### src/hdl/dio_pkg.sv
// constants, register map and carrier types for the drive input conditioner
// assumes one 40 MHz clock and an ahb-lite master on the register port
package dio_pkg;
    localparam int unsigned CLK_HZ = 40000000;
    localparam int unsigned QUAL_MS = 20;
    localparam int unsigned QUAL_CYC = (CLK_HZ / 1000) * QUAL_MS;
    localparam int unsigned NS_PER_US = 1000;
    localparam int unsigned CLK_NS = 25;

    localparam logic [7:0] A_STATUS = 8'h00;
    localparam logic [7:0] A_CTRL = 8'h04;
    localparam logic [7:0] A_IRQ_ST = 8'h08;
    localparam logic [7:0] A_IRQ_MASK = 8'h0c;
    localparam logic [7:0] A_ANLG1 = 8'h10;
    localparam logic [7:0] A_ANLG2 = 8'h14;
    localparam logic [7:0] A_ANLG_CAL = 8'h18;
    localparam logic [7:0] A_CML_REF = 8'h1c;
    localparam logic [7:0] A_CML_ERR = 8'h20;
    localparam logic [7:0] A_CML_LIM = 8'h24;
    localparam logic [7:0] A_FIRE_US = 8'h28;
    localparam logic [7:0] A_GAIN2 = 8'h2c;

    // status field positions
    localparam int unsigned S_BASE = 0;
    localparam int unsigned S_EXP = 1;
    localparam int unsigned S_BRUSH_OK = 5;
    localparam int unsigned S_INCH2 = 6;
    localparam int unsigned S_OCL_EN = 7;
    localparam int unsigned S_PRESET = 8;
    localparam int unsigned S_POT_DEC = 10;
    localparam int unsigned S_POT_INC = 11;
    localparam int unsigned S_BRIDGE = 12;
    localparam int unsigned S_EXP_OK = 13;
    localparam int unsigned S_ARM_OK = 14;
    // control field positions
    localparam int unsigned C_SEL = 0;
    localparam logic [1:0] CTRL_SEL_RST = 2'h1;
    localparam logic [1:0] SEL_BRUSH = 2'h1;
    localparam logic [1:0] SEL_INCH = 2'h2;
    localparam logic [1:0] SEL_OCL = 2'h3;
    // interrupt bits: expansion inputs qualified on, brushes worn
    localparam int unsigned IRQ_W = 5;
    localparam int unsigned I_BRUSH = 4;

    localparam logic [15:0] GAIN_ONE = 16'h0100;
    localparam logic [15:0] LIM_RST = 16'h7fff;
    localparam logic [15:0] RATE_RST = 16'h0010;

    typedef enum logic [1:0] {EXP_ABSENT, EXP_PRESENT, EXP_FAILED} exp_state_e;

    typedef struct packed {
        logic signed [15:0] ref_sel;
        logic signed [15:0] feedback;
    } cml_in_s;

    typedef struct packed {
        logic brush_ok;
        logic inch2;
        logic ocl_en;
    } base_fn_s;
endpackage

### src/hdl/dio_persist.sv
// persistence filter for one asserted-high input already in the clk domain
// assumes the input has passed a two flop synchroniser
`timescale 1ns/1ps
module dio_persist #(
    parameter int unsigned CYCLES = 800000
) (
    input wire logic clk,
    input wire logic srst,
    input wire logic level,
    output logic qual
);
    localparam int unsigned CW = $clog2(CYCLES + 2);
    logic [CW-1:0] cnt_q;
    logic qual_q;
    wire done = (cnt_q > CW'(CYCLES));

    always_ff @(posedge clk) begin
        if (srst || !level) begin
            cnt_q <= '0;
            qual_q <= 1'b0;
        end else begin
            if (!done) begin
                cnt_q <= cnt_q + CW'(1);
            end
            qual_q <= done;
        end
    end
    assign qual = qual_q;
endmodule

### src/hdl/dio_conditioner.sv
// drive digital input conditioner with ahb-lite register slave
// assumes pins are asynchronous and the expansion kit reports presence and diagnostics
`timescale 1ns/1ps
module dio_conditioner #(
    parameter int unsigned QUAL_CYCLES = dio_pkg::QUAL_CYC
) (
    input wire logic clk,
    input wire logic srst,
    input wire logic hsel,
    input wire logic [31:0] haddr,
    input wire logic [1:0] htrans,
    input wire logic hwrite,
    input wire logic [2:0] hsize,
    input wire logic [31:0] hwdata,
    input wire logic hready,
    output logic [31:0] hrdata,
    output logic hreadyout,
    output logic hresp,
    input wire logic base_discrete_input,
    input wire logic [3:0] expansion_pins,
    input wire logic exp_installed,
    input wire logic exp_diag_fail,
    input wire logic reverse_bridge_active,
    input wire logic [15:0] analog_raw_first,
    input wire logic [15:0] analog_raw_second,
    input wire dio_pkg::cml_in_s cml_in,
    input wire logic [15:0] fire_cycles,
    output logic [1:0] preset_sel,
    output logic pot_decrement,
    output logic pot_increment,
    output logic armature_permit,
    output dio_pkg::base_fn_s base_fn,
    output logic irq
);
    // pin synchronisers
    logic [5:0] meta_q, sync_q;
    logic [3:0] exp_qual;
    always_ff @(posedge clk) begin
        if (srst) begin
            meta_q <= '0;
            sync_q <= '0;
        end else begin
            meta_q <= {exp_installed, base_discrete_input, expansion_pins};
            sync_q <= meta_q;
        end
    end

    genvar gi;
    generate
        for (gi = 0; gi < 4; gi++) begin : g_q
            dio_persist #(.CYCLES(QUAL_CYCLES)) u_persist (
                .clk(clk),
                .srst(srst),
                .level(sync_q[gi]),
                .qual(exp_qual[gi])
            );
        end
    endgenerate

    wire base_on = sync_q[4];
    wire exp_present = sync_q[5];
    logic fail_meta_q;
    logic fail_q;
    dio_pkg::exp_state_e exp_st;
    // diagnostics flag comes from the expansion board, so two flops as well
    always_ff @(posedge clk) begin
        if (srst) begin
            fail_meta_q <= 1'b0;
            fail_q <= 1'b0;
        end else begin
            fail_meta_q <= exp_diag_fail;
            fail_q <= fail_meta_q;
        end
    end
    assign exp_st = fail_q ? dio_pkg::EXP_FAILED : (exp_present ? dio_pkg::EXP_PRESENT : dio_pkg::EXP_ABSENT);
    wire exp_ok = (exp_st == dio_pkg::EXP_PRESENT);
    wire [3:0] exp_vis = exp_ok ? exp_qual : 4'h0;

    // registers
    localparam int unsigned IRQ_W_L = dio_pkg::IRQ_W;
    logic [1:0] sel_q;
    logic [IRQ_W_L-1:0] ist_q, imask_q;
    logic [15:0] gain1_q, gain2_q, lim_q, rate_q;
    logic signed [7:0] zero1_q, zero2_q;
    logic signed [15:0] cref_q;
    logic signed [15:0] cerr_q;
    logic signed [15:0] an1_q, an2_q;
    logic [15:0] fire_us_q;
    logic [1:0] preset_q;
    logic dec_q, inc_q, arm_q, bridge_q;
    dio_pkg::base_fn_s fn_q;

    // base function decode
    dio_pkg::base_fn_s fn_d;
    assign fn_d.brush_ok = (sel_q == dio_pkg::SEL_BRUSH) && base_on;
    assign fn_d.inch2 = (sel_q == dio_pkg::SEL_INCH) && base_on;
    assign fn_d.ocl_en = (sel_q == dio_pkg::SEL_OCL) && base_on;
    wire brush_worn = (sel_q == dio_pkg::SEL_BRUSH) && !base_on;

    function automatic logic signed [15:0] scale(input logic [15:0] raw, input logic signed [7:0] zero,
                                                  input logic [15:0] gain);
        logic signed [33:0] diff;
        logic signed [33:0] p;
        // widen before the product so no bits of it are lost
        diff = 34'($signed({1'b0, raw})) - 34'(zero);
        p = diff * 34'($signed({1'b0, gain}));
        scale = 16'(p >>> 8);
    endfunction

    // amplitude then rate limit on the selected reference
    wire signed [15:0] lim_pos = $signed(lim_q);
    wire signed [15:0] amp = (cml_in.ref_sel > lim_pos) ? lim_pos :
                             (cml_in.ref_sel < -lim_pos) ? -lim_pos : cml_in.ref_sel;
    wire signed [16:0] step = 17'(amp) - 17'(cref_q);
    wire signed [16:0] rate_s = $signed({1'b0, rate_q});
    wire signed [15:0] cref_d = (step > rate_s) ? 16'(17'(cref_q) + rate_s) :
                                (step < -rate_s) ? 16'(17'(cref_q) - rate_s) : amp;
    wire [31:0] fire_prod = 32'(fire_cycles) * 32'(dio_pkg::CLK_NS);
    wire [4:0] ev = {brush_worn, exp_vis};

    always_ff @(posedge clk) begin
        if (srst) begin
            preset_q <= 2'h0;
            dec_q <= 1'b0;
            inc_q <= 1'b0;
            arm_q <= 1'b0;
            bridge_q <= 1'b0;
            fn_q <= '0;
            cref_q <= '0;
            cerr_q <= '0;
            an1_q <= '0;
            an2_q <= '0;
            fire_us_q <= '0;
        end else begin
            preset_q <= exp_vis[1:0];
            dec_q <= exp_vis[2];
            inc_q <= exp_vis[3];
            arm_q <= (exp_st != dio_pkg::EXP_FAILED);
            bridge_q <= reverse_bridge_active;
            fn_q <= fn_d;
            cref_q <= cref_d;
            cerr_q <= 16'(cref_d - cml_in.feedback);
            an1_q <= exp_ok ? scale(analog_raw_first, zero1_q, gain1_q) : 16'h0000;
            an2_q <= exp_ok ? scale(analog_raw_second, zero2_q, gain2_q) : 16'h0000;
            fire_us_q <= 16'(fire_prod / 32'(dio_pkg::NS_PER_US));
        end
    end
    assign preset_sel = preset_q;
    assign pot_decrement = dec_q;
    assign pot_increment = inc_q;
    assign armature_permit = arm_q;
    assign base_fn = fn_q;
    assign irq = |(ist_q & imask_q);

    // ahb-lite slave, zero wait state
    logic wr_q;
    logic [7:0] wa_q;
    logic [31:0] rd_mux;
    wire take = hsel && hready && htrans[1];
    wire wr = wr_q;
    always_ff @(posedge clk) begin
        if (srst) begin
            wr_q <= 1'b0;
            wa_q <= 8'h00;
            hrdata <= 32'h0000_0000;
        end else begin
            wr_q <= take && hwrite;
            wa_q <= haddr[7:0];
            if (take && !hwrite) begin
                hrdata <= rd_mux;
            end
        end
    end
    assign hreadyout = 1'b1;
    assign hresp = 1'b0;

    wire [31:0] status_w = {17'h0, arm_q, exp_ok, bridge_q, inc_q, dec_q, preset_q,
                            fn_q.ocl_en, fn_q.inch2, fn_q.brush_ok, exp_vis, base_on};
    always_comb begin
        unique case (haddr[7:0])
            dio_pkg::A_STATUS: rd_mux = status_w;
            dio_pkg::A_CTRL: rd_mux = {30'h0, sel_q};
            dio_pkg::A_IRQ_ST: rd_mux = {27'h0, ist_q};
            dio_pkg::A_IRQ_MASK: rd_mux = {27'h0, imask_q};
            dio_pkg::A_ANLG1: rd_mux = {{16{an1_q[15]}}, an1_q};
            dio_pkg::A_ANLG2: rd_mux = {{16{an2_q[15]}}, an2_q};
            dio_pkg::A_ANLG_CAL: rd_mux = {zero2_q, zero1_q, gain1_q};
            dio_pkg::A_CML_REF: rd_mux = {{16{cref_q[15]}}, cref_q};
            dio_pkg::A_CML_ERR: rd_mux = {{16{cerr_q[15]}}, cerr_q};
            dio_pkg::A_CML_LIM: rd_mux = {rate_q, lim_q};
            dio_pkg::A_FIRE_US: rd_mux = {16'h0, fire_us_q};
            dio_pkg::A_GAIN2: rd_mux = {16'h0, gain2_q};
            default: rd_mux = 32'h0000_0000;
        endcase
    end

    // interrupt status: set wins over write-one-to-clear
    logic [4:0] ev_q;
    always_ff @(posedge clk) begin
        if (srst) begin
            sel_q <= dio_pkg::CTRL_SEL_RST;
            imask_q <= '0;
            ist_q <= '0;
            ev_q <= '0;
            gain1_q <= dio_pkg::GAIN_ONE;
            gain2_q <= dio_pkg::GAIN_ONE;
            zero1_q <= '0;
            zero2_q <= '0;
            lim_q <= dio_pkg::LIM_RST;
            rate_q <= dio_pkg::RATE_RST;
        end else begin
            ev_q <= ev;
            ist_q <= ((wr && wa_q == dio_pkg::A_IRQ_ST) ? (ist_q & ~hwdata[4:0]) : ist_q) | (ev & ~ev_q);
            if (wr && wa_q == dio_pkg::A_CTRL) begin
                sel_q <= hwdata[1:0];
            end
            if (wr && wa_q == dio_pkg::A_IRQ_MASK) begin
                imask_q <= hwdata[4:0];
            end
            if (wr && wa_q == dio_pkg::A_ANLG_CAL) begin
                gain1_q <= hwdata[15:0];
                zero1_q <= hwdata[23:16];
                zero2_q <= hwdata[31:24];
            end
            if (wr && wa_q == dio_pkg::A_GAIN2) begin
                gain2_q <= hwdata[15:0];
            end
            if (wr && wa_q == dio_pkg::A_CML_LIM) begin
                lim_q <= {1'b0, hwdata[14:0]};
                rate_q <= hwdata[31:16];
            end
        end
    end
endmodule

### config.mk
export PLATFORM = sky130hd
export DESIGN_NAME = dio_conditioner
export DESIGN_NICKNAME = d
export VERILOG_FILES = /design/src/hdl/dio_pkg.sv /design/src/hdl/dio_persist.sv /design/src/hdl/dio_conditioner.sv
export SDC_FILE = /design/constraint.sdc
export NUM_CORES = 2
export LEC_CHECK = 0
export ABC_AREA = 1
export BUFFER_PORTS_ARGS = -buffer_cell sky130_fd_sc_hd__buf_4
export CAP_MARGIN = 20
export CORE_MARGIN = 8
export CORE_UTILIZATION = 60
export CTS_CLUSTER_SIZE = 8
export DETAILED_ROUTE_END_ITERATION = 8
export PLACE_DENSITY = 0.89
export SYNTH_ARGS = -nofsm -noshare
export SYNTH_HDL_FRONTEND = slang
export SYNTH_SLANG_ARGS = --single-unit
### constraint.sdc
create_clock -name clk -period 17.2 [get_ports clk]
set_input_delay 5.16 -clock clk [delete_from_list [all_inputs] [get_ports clk]]
set_output_delay 5.16 -clock clk [all_outputs]
set_load 0.02 [all_outputs]
## Word level (Yosys, flattened, before mapping)

Index checks and enable logic that the tools add are counted.

- Flip-flop bits (word level): 324
- Bits of input ports: 162
- Logic and storage cells: 127

- Add/sub/neg operators: 12
- Multiply operators: 3
- Divide/modulo/power cells: 1
- Order comparisons: 8
- Eq/ne operators: 22
- Muxes and demuxes: 9
- Bitwise operators: 7
- Reduce and logical (&&, ||, !) cells: 27

Operators by type and width:

| kind | number |
|---|---|
| 32-bit one-hot mux with 12 select lines | 1 |
| 20-bit by 1-bit adder with 20-bit output, second input constant | 4 |
| 20-bit greater-than comparator, second input constant | 4 |
| 16-bit two-way mux | 4 |
| 8-bit by 6-bit == test with 1-bit output, second input constant | 6 |
| 18-bit by 17-bit multiplier with 24-bit output | 2 |
| 8-bit by 5-bit == test with 1-bit output, second input constant | 5 |
| 17-bit by 8-bit subtractor with 18-bit output | 2 |
| 21-bit by 10-bit divider with 32-bit output, second input constant | 1 |
| 8-bit by 4-bit == test with 1-bit output, second input constant | 4 |
| 16-bit subtractor | 2 |
| 16-bit by 5-bit multiplier with 21-bit output, second input constant | 1 |
| 17-bit greater-than comparator | 1 |
| 17-bit < comparator | 1 |
| 16-bit negator with 17-bit output | 1 |
| 16-bit by 16-bit subtractor with 17-bit output | 1 |
| 16-bit adder | 1 |
| 8-bit by 3-bit == test with 1-bit output, second input constant | 2 |
| 16-bit greater-than comparator | 1 |
| 16-bit < comparator | 1 |
| 15-bit negator with 16-bit output | 1 |
| 5-bit AND | 3 |
| 1-bit logical AND | 14 |
| 5-bit inverter | 2 |
| 14 further kinds | 24 |

## Depth between registers and ports, before layout

- Word-level depth: 9
- Mapped depth: 102
- Mapped depth without buffers: 100

## Cells and area by module

Synthesis repeated with hierarchy kept, for this count alone.

- Cell total of the unflattened synthesis: 6,092
- Area, all modules: 42,175.4 µm²

By module, submodules not included:

| module | instances | cells an instance | area an instance (µm²) | seq. area each (µm²) |
|---|---|---|---|---|
| dio_conditioner | 1 | 5,276 | 37,140.6 | 4,644.5 |
| dio_persist | 4 | 204 | 1,258.7 | 420.4 |

## Least setup slack after synthesis

No wires, ideal clock.

- Path kind: input-to-reg
- Start point: in fire_cycles[2]
- End point: reg fire_us_q[0]
- Data arrival time: 14,768 ps
- Data required time: 17,068 ps
- Path slack: 2,300 ps
- Cell stages on the path: 82
- Path buffers: 8
- Cell sequence: ha_1 ha_1 fa_1 ha_1 buf_2 xnor2_2 nand2_2 nor2_2 nand3_1 nor2_1 nand2_1 nand2_1 nand2_1 nand4_4 nand2_4 nand2_1 nand2_1 nor2_2 [... 46 more ...] buf_6 nand2_1 nand2_1 nor2_2 nand2_2 o21bai_4 buf_6 nand2_1 nand2_1 nand2_2 nor2_4 nand3_2 nand3_4 nand3_1 nand3_1 nor2_1 nand2_1 a21oi_1

- Longest elaborated chain between the ends: 2

Ends and longest elaborated chain:

| element | line | source |
|---|---|---|
| from (decl) | dio_conditioner.sv:27 | `input wire logic [15:0] fire_cycles,` |
| 16-bit by 5-bit multiplier with 21-bit output | dio_conditioner.sv:118 | `wire [31:0] fire_prod = 32'(fire_cycles) * 32'(dio_pkg::CLK_NS);` |
| 21-bit by 10-bit divider with 32-bit output | dio_conditioner.sv:145 | `fire_us_q <= 16'(fire_prod / 32'(dio_pkg::NS_PER_US));` |
| to (signal assigned) | dio_conditioner.sv:145 |  |
| to (decl) | dio_conditioner.sv:88 | `logic [15:0] fire_us_q;` |

Every way passes these cells.
A chain may end at the register's enable or synchronous reset.

## Worst setup path after layout

- Start point: in fire_cycles[10]
- End point: reg fire_us_q[0]

The elaborated chain is that of the path after synthesis.

==> parameters.txt <==
Parameter                              Value

Die
  Die Width    275 um
  Die outline area    between 70,000 and 80,000 sq um
  Number of core rows    95
  Core area    ~67,000 sq um
  Ports placed on the boundary    about 200
  Initial Util    between 60% and 70%
  DIE HEIGHT    approximately 270 um

Global routing
  Global route overflow    0
  Combined global-route utilization of all metal layers    31.9%
  Vias in the first global route    38,600
  First-pass GRT wire length    between 150,000 and 200,000 um
  Initial antenna violation count    9
  Pin count of the biggest net entering global routing    59

Timing
  Max Freq    slightly above 0.06 GHz
  Slew at the pin closest to its max-slew limit    1.20 ns
  Minimum clock period after layout    16.33 ns
  Worst slew margin    19.2%
  Worst path setup slack after routing    0.869 ns
  Final setup violation count    0
  Final count of hold timing violations    0
  Final critical-path share of the clock period    a little over nine tenths
  Worst Skew    0.0483 ns
  Max-slew violation count    0

Run
  Max-cap check violation count    0

Worst hold path
  Instance count along the most critical hold path    2
  Launch instance of the worst min-delay path    meta_q[1]
  HP Class    reg2reg
  End of the worst hold path    sync_q[1]

Layout
  Util after Layout    66.4%
  Number of nets at the end of the flow    6,890
  Area added between synthesis and finish    10.3%
  Layout cells sized above 1    9.25%
  Count of placed standard cells in the final layout, fillers left out    6,862

Route
  Number of detailed-route iterations in the first pass    9
  Routed WL    124,000 um
  First-iteration detailed-routing DRC count    3,840
  Vias/cell    5.74
  Detailed-route DRC error count    0
  Remaining number of nets flagged by the antenna check after routing    0
  Wire length per cell    18.0 um
  Number of vias in the routed layout    39,400

Placement
  Cell count after placement    a little under 7,000
  Quantity of I/O buffers inserted on ports    174
  Pre-CTS worst setup slack    ~0.10 ns
  Placer Congestion    1.03
  Half-perimeter wire length after detailed placement    97,800 um

Clock tree
  Maximum level of the CTS H-tree    2
  Clock root buffer    clkbuf_16
  TritonCTS clock tree    done
  Clock-pin slew on the worst setup and hold paths    0.06 ns
  Total CTS buffers    45
  Insertion delay to the later sink of the worst-skew pair    0.59 ns
  Clock net sink count    around 320
  Deepest clock path buffer count    3
  Count of hold buffers inserted by post-cts repair    0

Worst setup path
  FF-to-FF setup slack    4.43 ns
  Worst-case reg-to-reg path depth    86
  Kind of critical path    in2reg
  RR Startpoint    lim_pos[0]
  Cell seen most often among critical-path stages    nand2_1
  Crit-path slowest cell    fa_1
  Kind of launch point of the worst setup path    input pin
  Largest fanout of any net on the critical path    11
  Worst R2R End    cerr_q[15]
  Crit path required time    ~18 ns
  Stage delay of the slowest cell on the critical path    0.49 ns
  Kind of cell adding the most delay to the critical path    simple AND/OR/NAND/NOR gates
  CP bufs+invs    15
  Crit path DAT    16.79 ns
  Critical path endpoint category    flop

Logic synthesis
  Most used flip-flop cell after synthesis    dfxtp_1
  Synth Register Bits    316
  Count of synthesis-stage warnings from yosys    0
  Post-synthesis instance area    a little over 40,000 sq um
  EDFF count, synth    0
  Syn Inst Count    just under 6,000
  Average footprint of a synthesized cell    6.96 sq um
  Proportion of synthesized flip-flops having asynchronous set or reset    0%
  Post-Syn Nets    roughly 6,700
  Proportion of synthesized chip area in sequential cells    15.7%
  Distinct cell type count of the synthesized netlist    70

Outcome
  Result of the run    complete, no violations
## cell usage in the layout, fill, tap and decap left out, types with 53 or more instances in the layout
master / instances
a21oi_1: 344
buf_4: 298
dfxtp_1: 316
fa_1: 395
ha_1: 345
inv_1: 1143
nand2_1: 1247
nand2_2: 56
nand3_1: 277
nand4_1: 71
nor2_1: 525
nor3_1: 77
o211ai_1: 53
o21ai_0: 253
xor2_1: 127
## sequential cells by signal (all words and copies together), names as in the netlist, 16 cells and up
register,count
an2_q,16
rate_q,16
g_q.u_persist.cnt_q,80
an1_q,16
cref_q,16
cerr_q,16
gain1_q,16
gain2_q,16
hrdata,32
## synthesized netlist by cell type (29+ instances only)
master	count	area, sq um
a21oi_1	345	1730
clkbuf_1	123	462
clkinv_1	29	109
dfxtp_1	316	6330
fa_1	395	7910
ha_1	350	4380
inv_1	1144	4290
nand2_1	1257	4720
nand2_2	44	275
nand3_1	279	1400
nand4_1	71	444
nor2_1	535	2010
nor3_1	82	410
o211ai_1	53	398
o21ai_0	254	1270
xnor2_1	35	307
xor2_1	127	1110
## through the flow
step / hold WS (ns) / instance area (sq um) / TNS [ns]
detailed placement: 0.395 / 42800 / 0
finish: 0.402 / 44400 / 0
CTS: 0.405 / 44000 / 0
global placement: 0.392 / 42800 / 0
floorplan: 0.388 / 40200 / 0
global route: 0.421 / 44400 / -0.146
## tightest hold or removal path, cell delays in order, from the launching register on
cell and delay [ns]:
dfxtp_1 0.29, inv_1 0.04, nor2_1 0.03
## how the worst max path moves through the flow
stage | start | endpoint | slack (ns) | cells after the start
4_1_cts | fire_cycles[4] | fire_us_q[0] | 0.67 | 83
3_3_place_gp | fire_cycles[4] | fire_us_q[0] | 0.37 | 85
2_1_floorplan | fire_cycles[2] | fire_us_q[0] | 2.30 | 82
5_1_grt | fire_cycles[8] | fire_us_q[0] | -0.15 | 88
3_5_place_dp | fire_cycles[4] | fire_us_q[0] | 0.10 | 83
6_report | fire_cycles[10] | fire_us_q[0] | 0.87 | 89
## logic make-up after synthesis
logic type                 after synthesis  share of synthesized area (%)
and+or+nand+nor                       2381                           25.3
adders and majority gates              745                           30.6
DFF                                    316                           15.7
xor gates and xnor gates               163                           3.57
other                                    2                         0.0187
muxes                                    1                         0.0249
AOI/OAI and AO/OA                      823                           11.8
buffers and inverters                 1350                           12.9
## layer usage
layer | GRT usage, % | share of wire (%) | vias to the layer above
met1 | 38.6 | 37 | 18200
met4 | 18.2 | 6.5 | 12
met2 | 51.0 | 44 | 2136
met3 | 8.65 | 12 | 564
met5 | 0 | 0.065 | -
li1 | - | - | 18500
## layout make-up
cell class	count	area, sq um
Multi-Input combinational cell	4122	29000
Fill cell	5535	22400
Sequential cell	316	6330
Inverter	1199	4500
Timing Repair Buffer	299	2240
Clock buffer	48	1150
Tap cell	873	1090
Clock inverter	3	80.1
Antenna cell	2	5.00
## repair_timing
action                                  in CTS  in global routing
setup buffers                                0                 15
gates resized for setup                      0                 42
endpoints found under the setup margin       0                  2
Power is not shown: default switching activity piles up to over one toggle a cycle in this logic, so the estimate is an artifact.
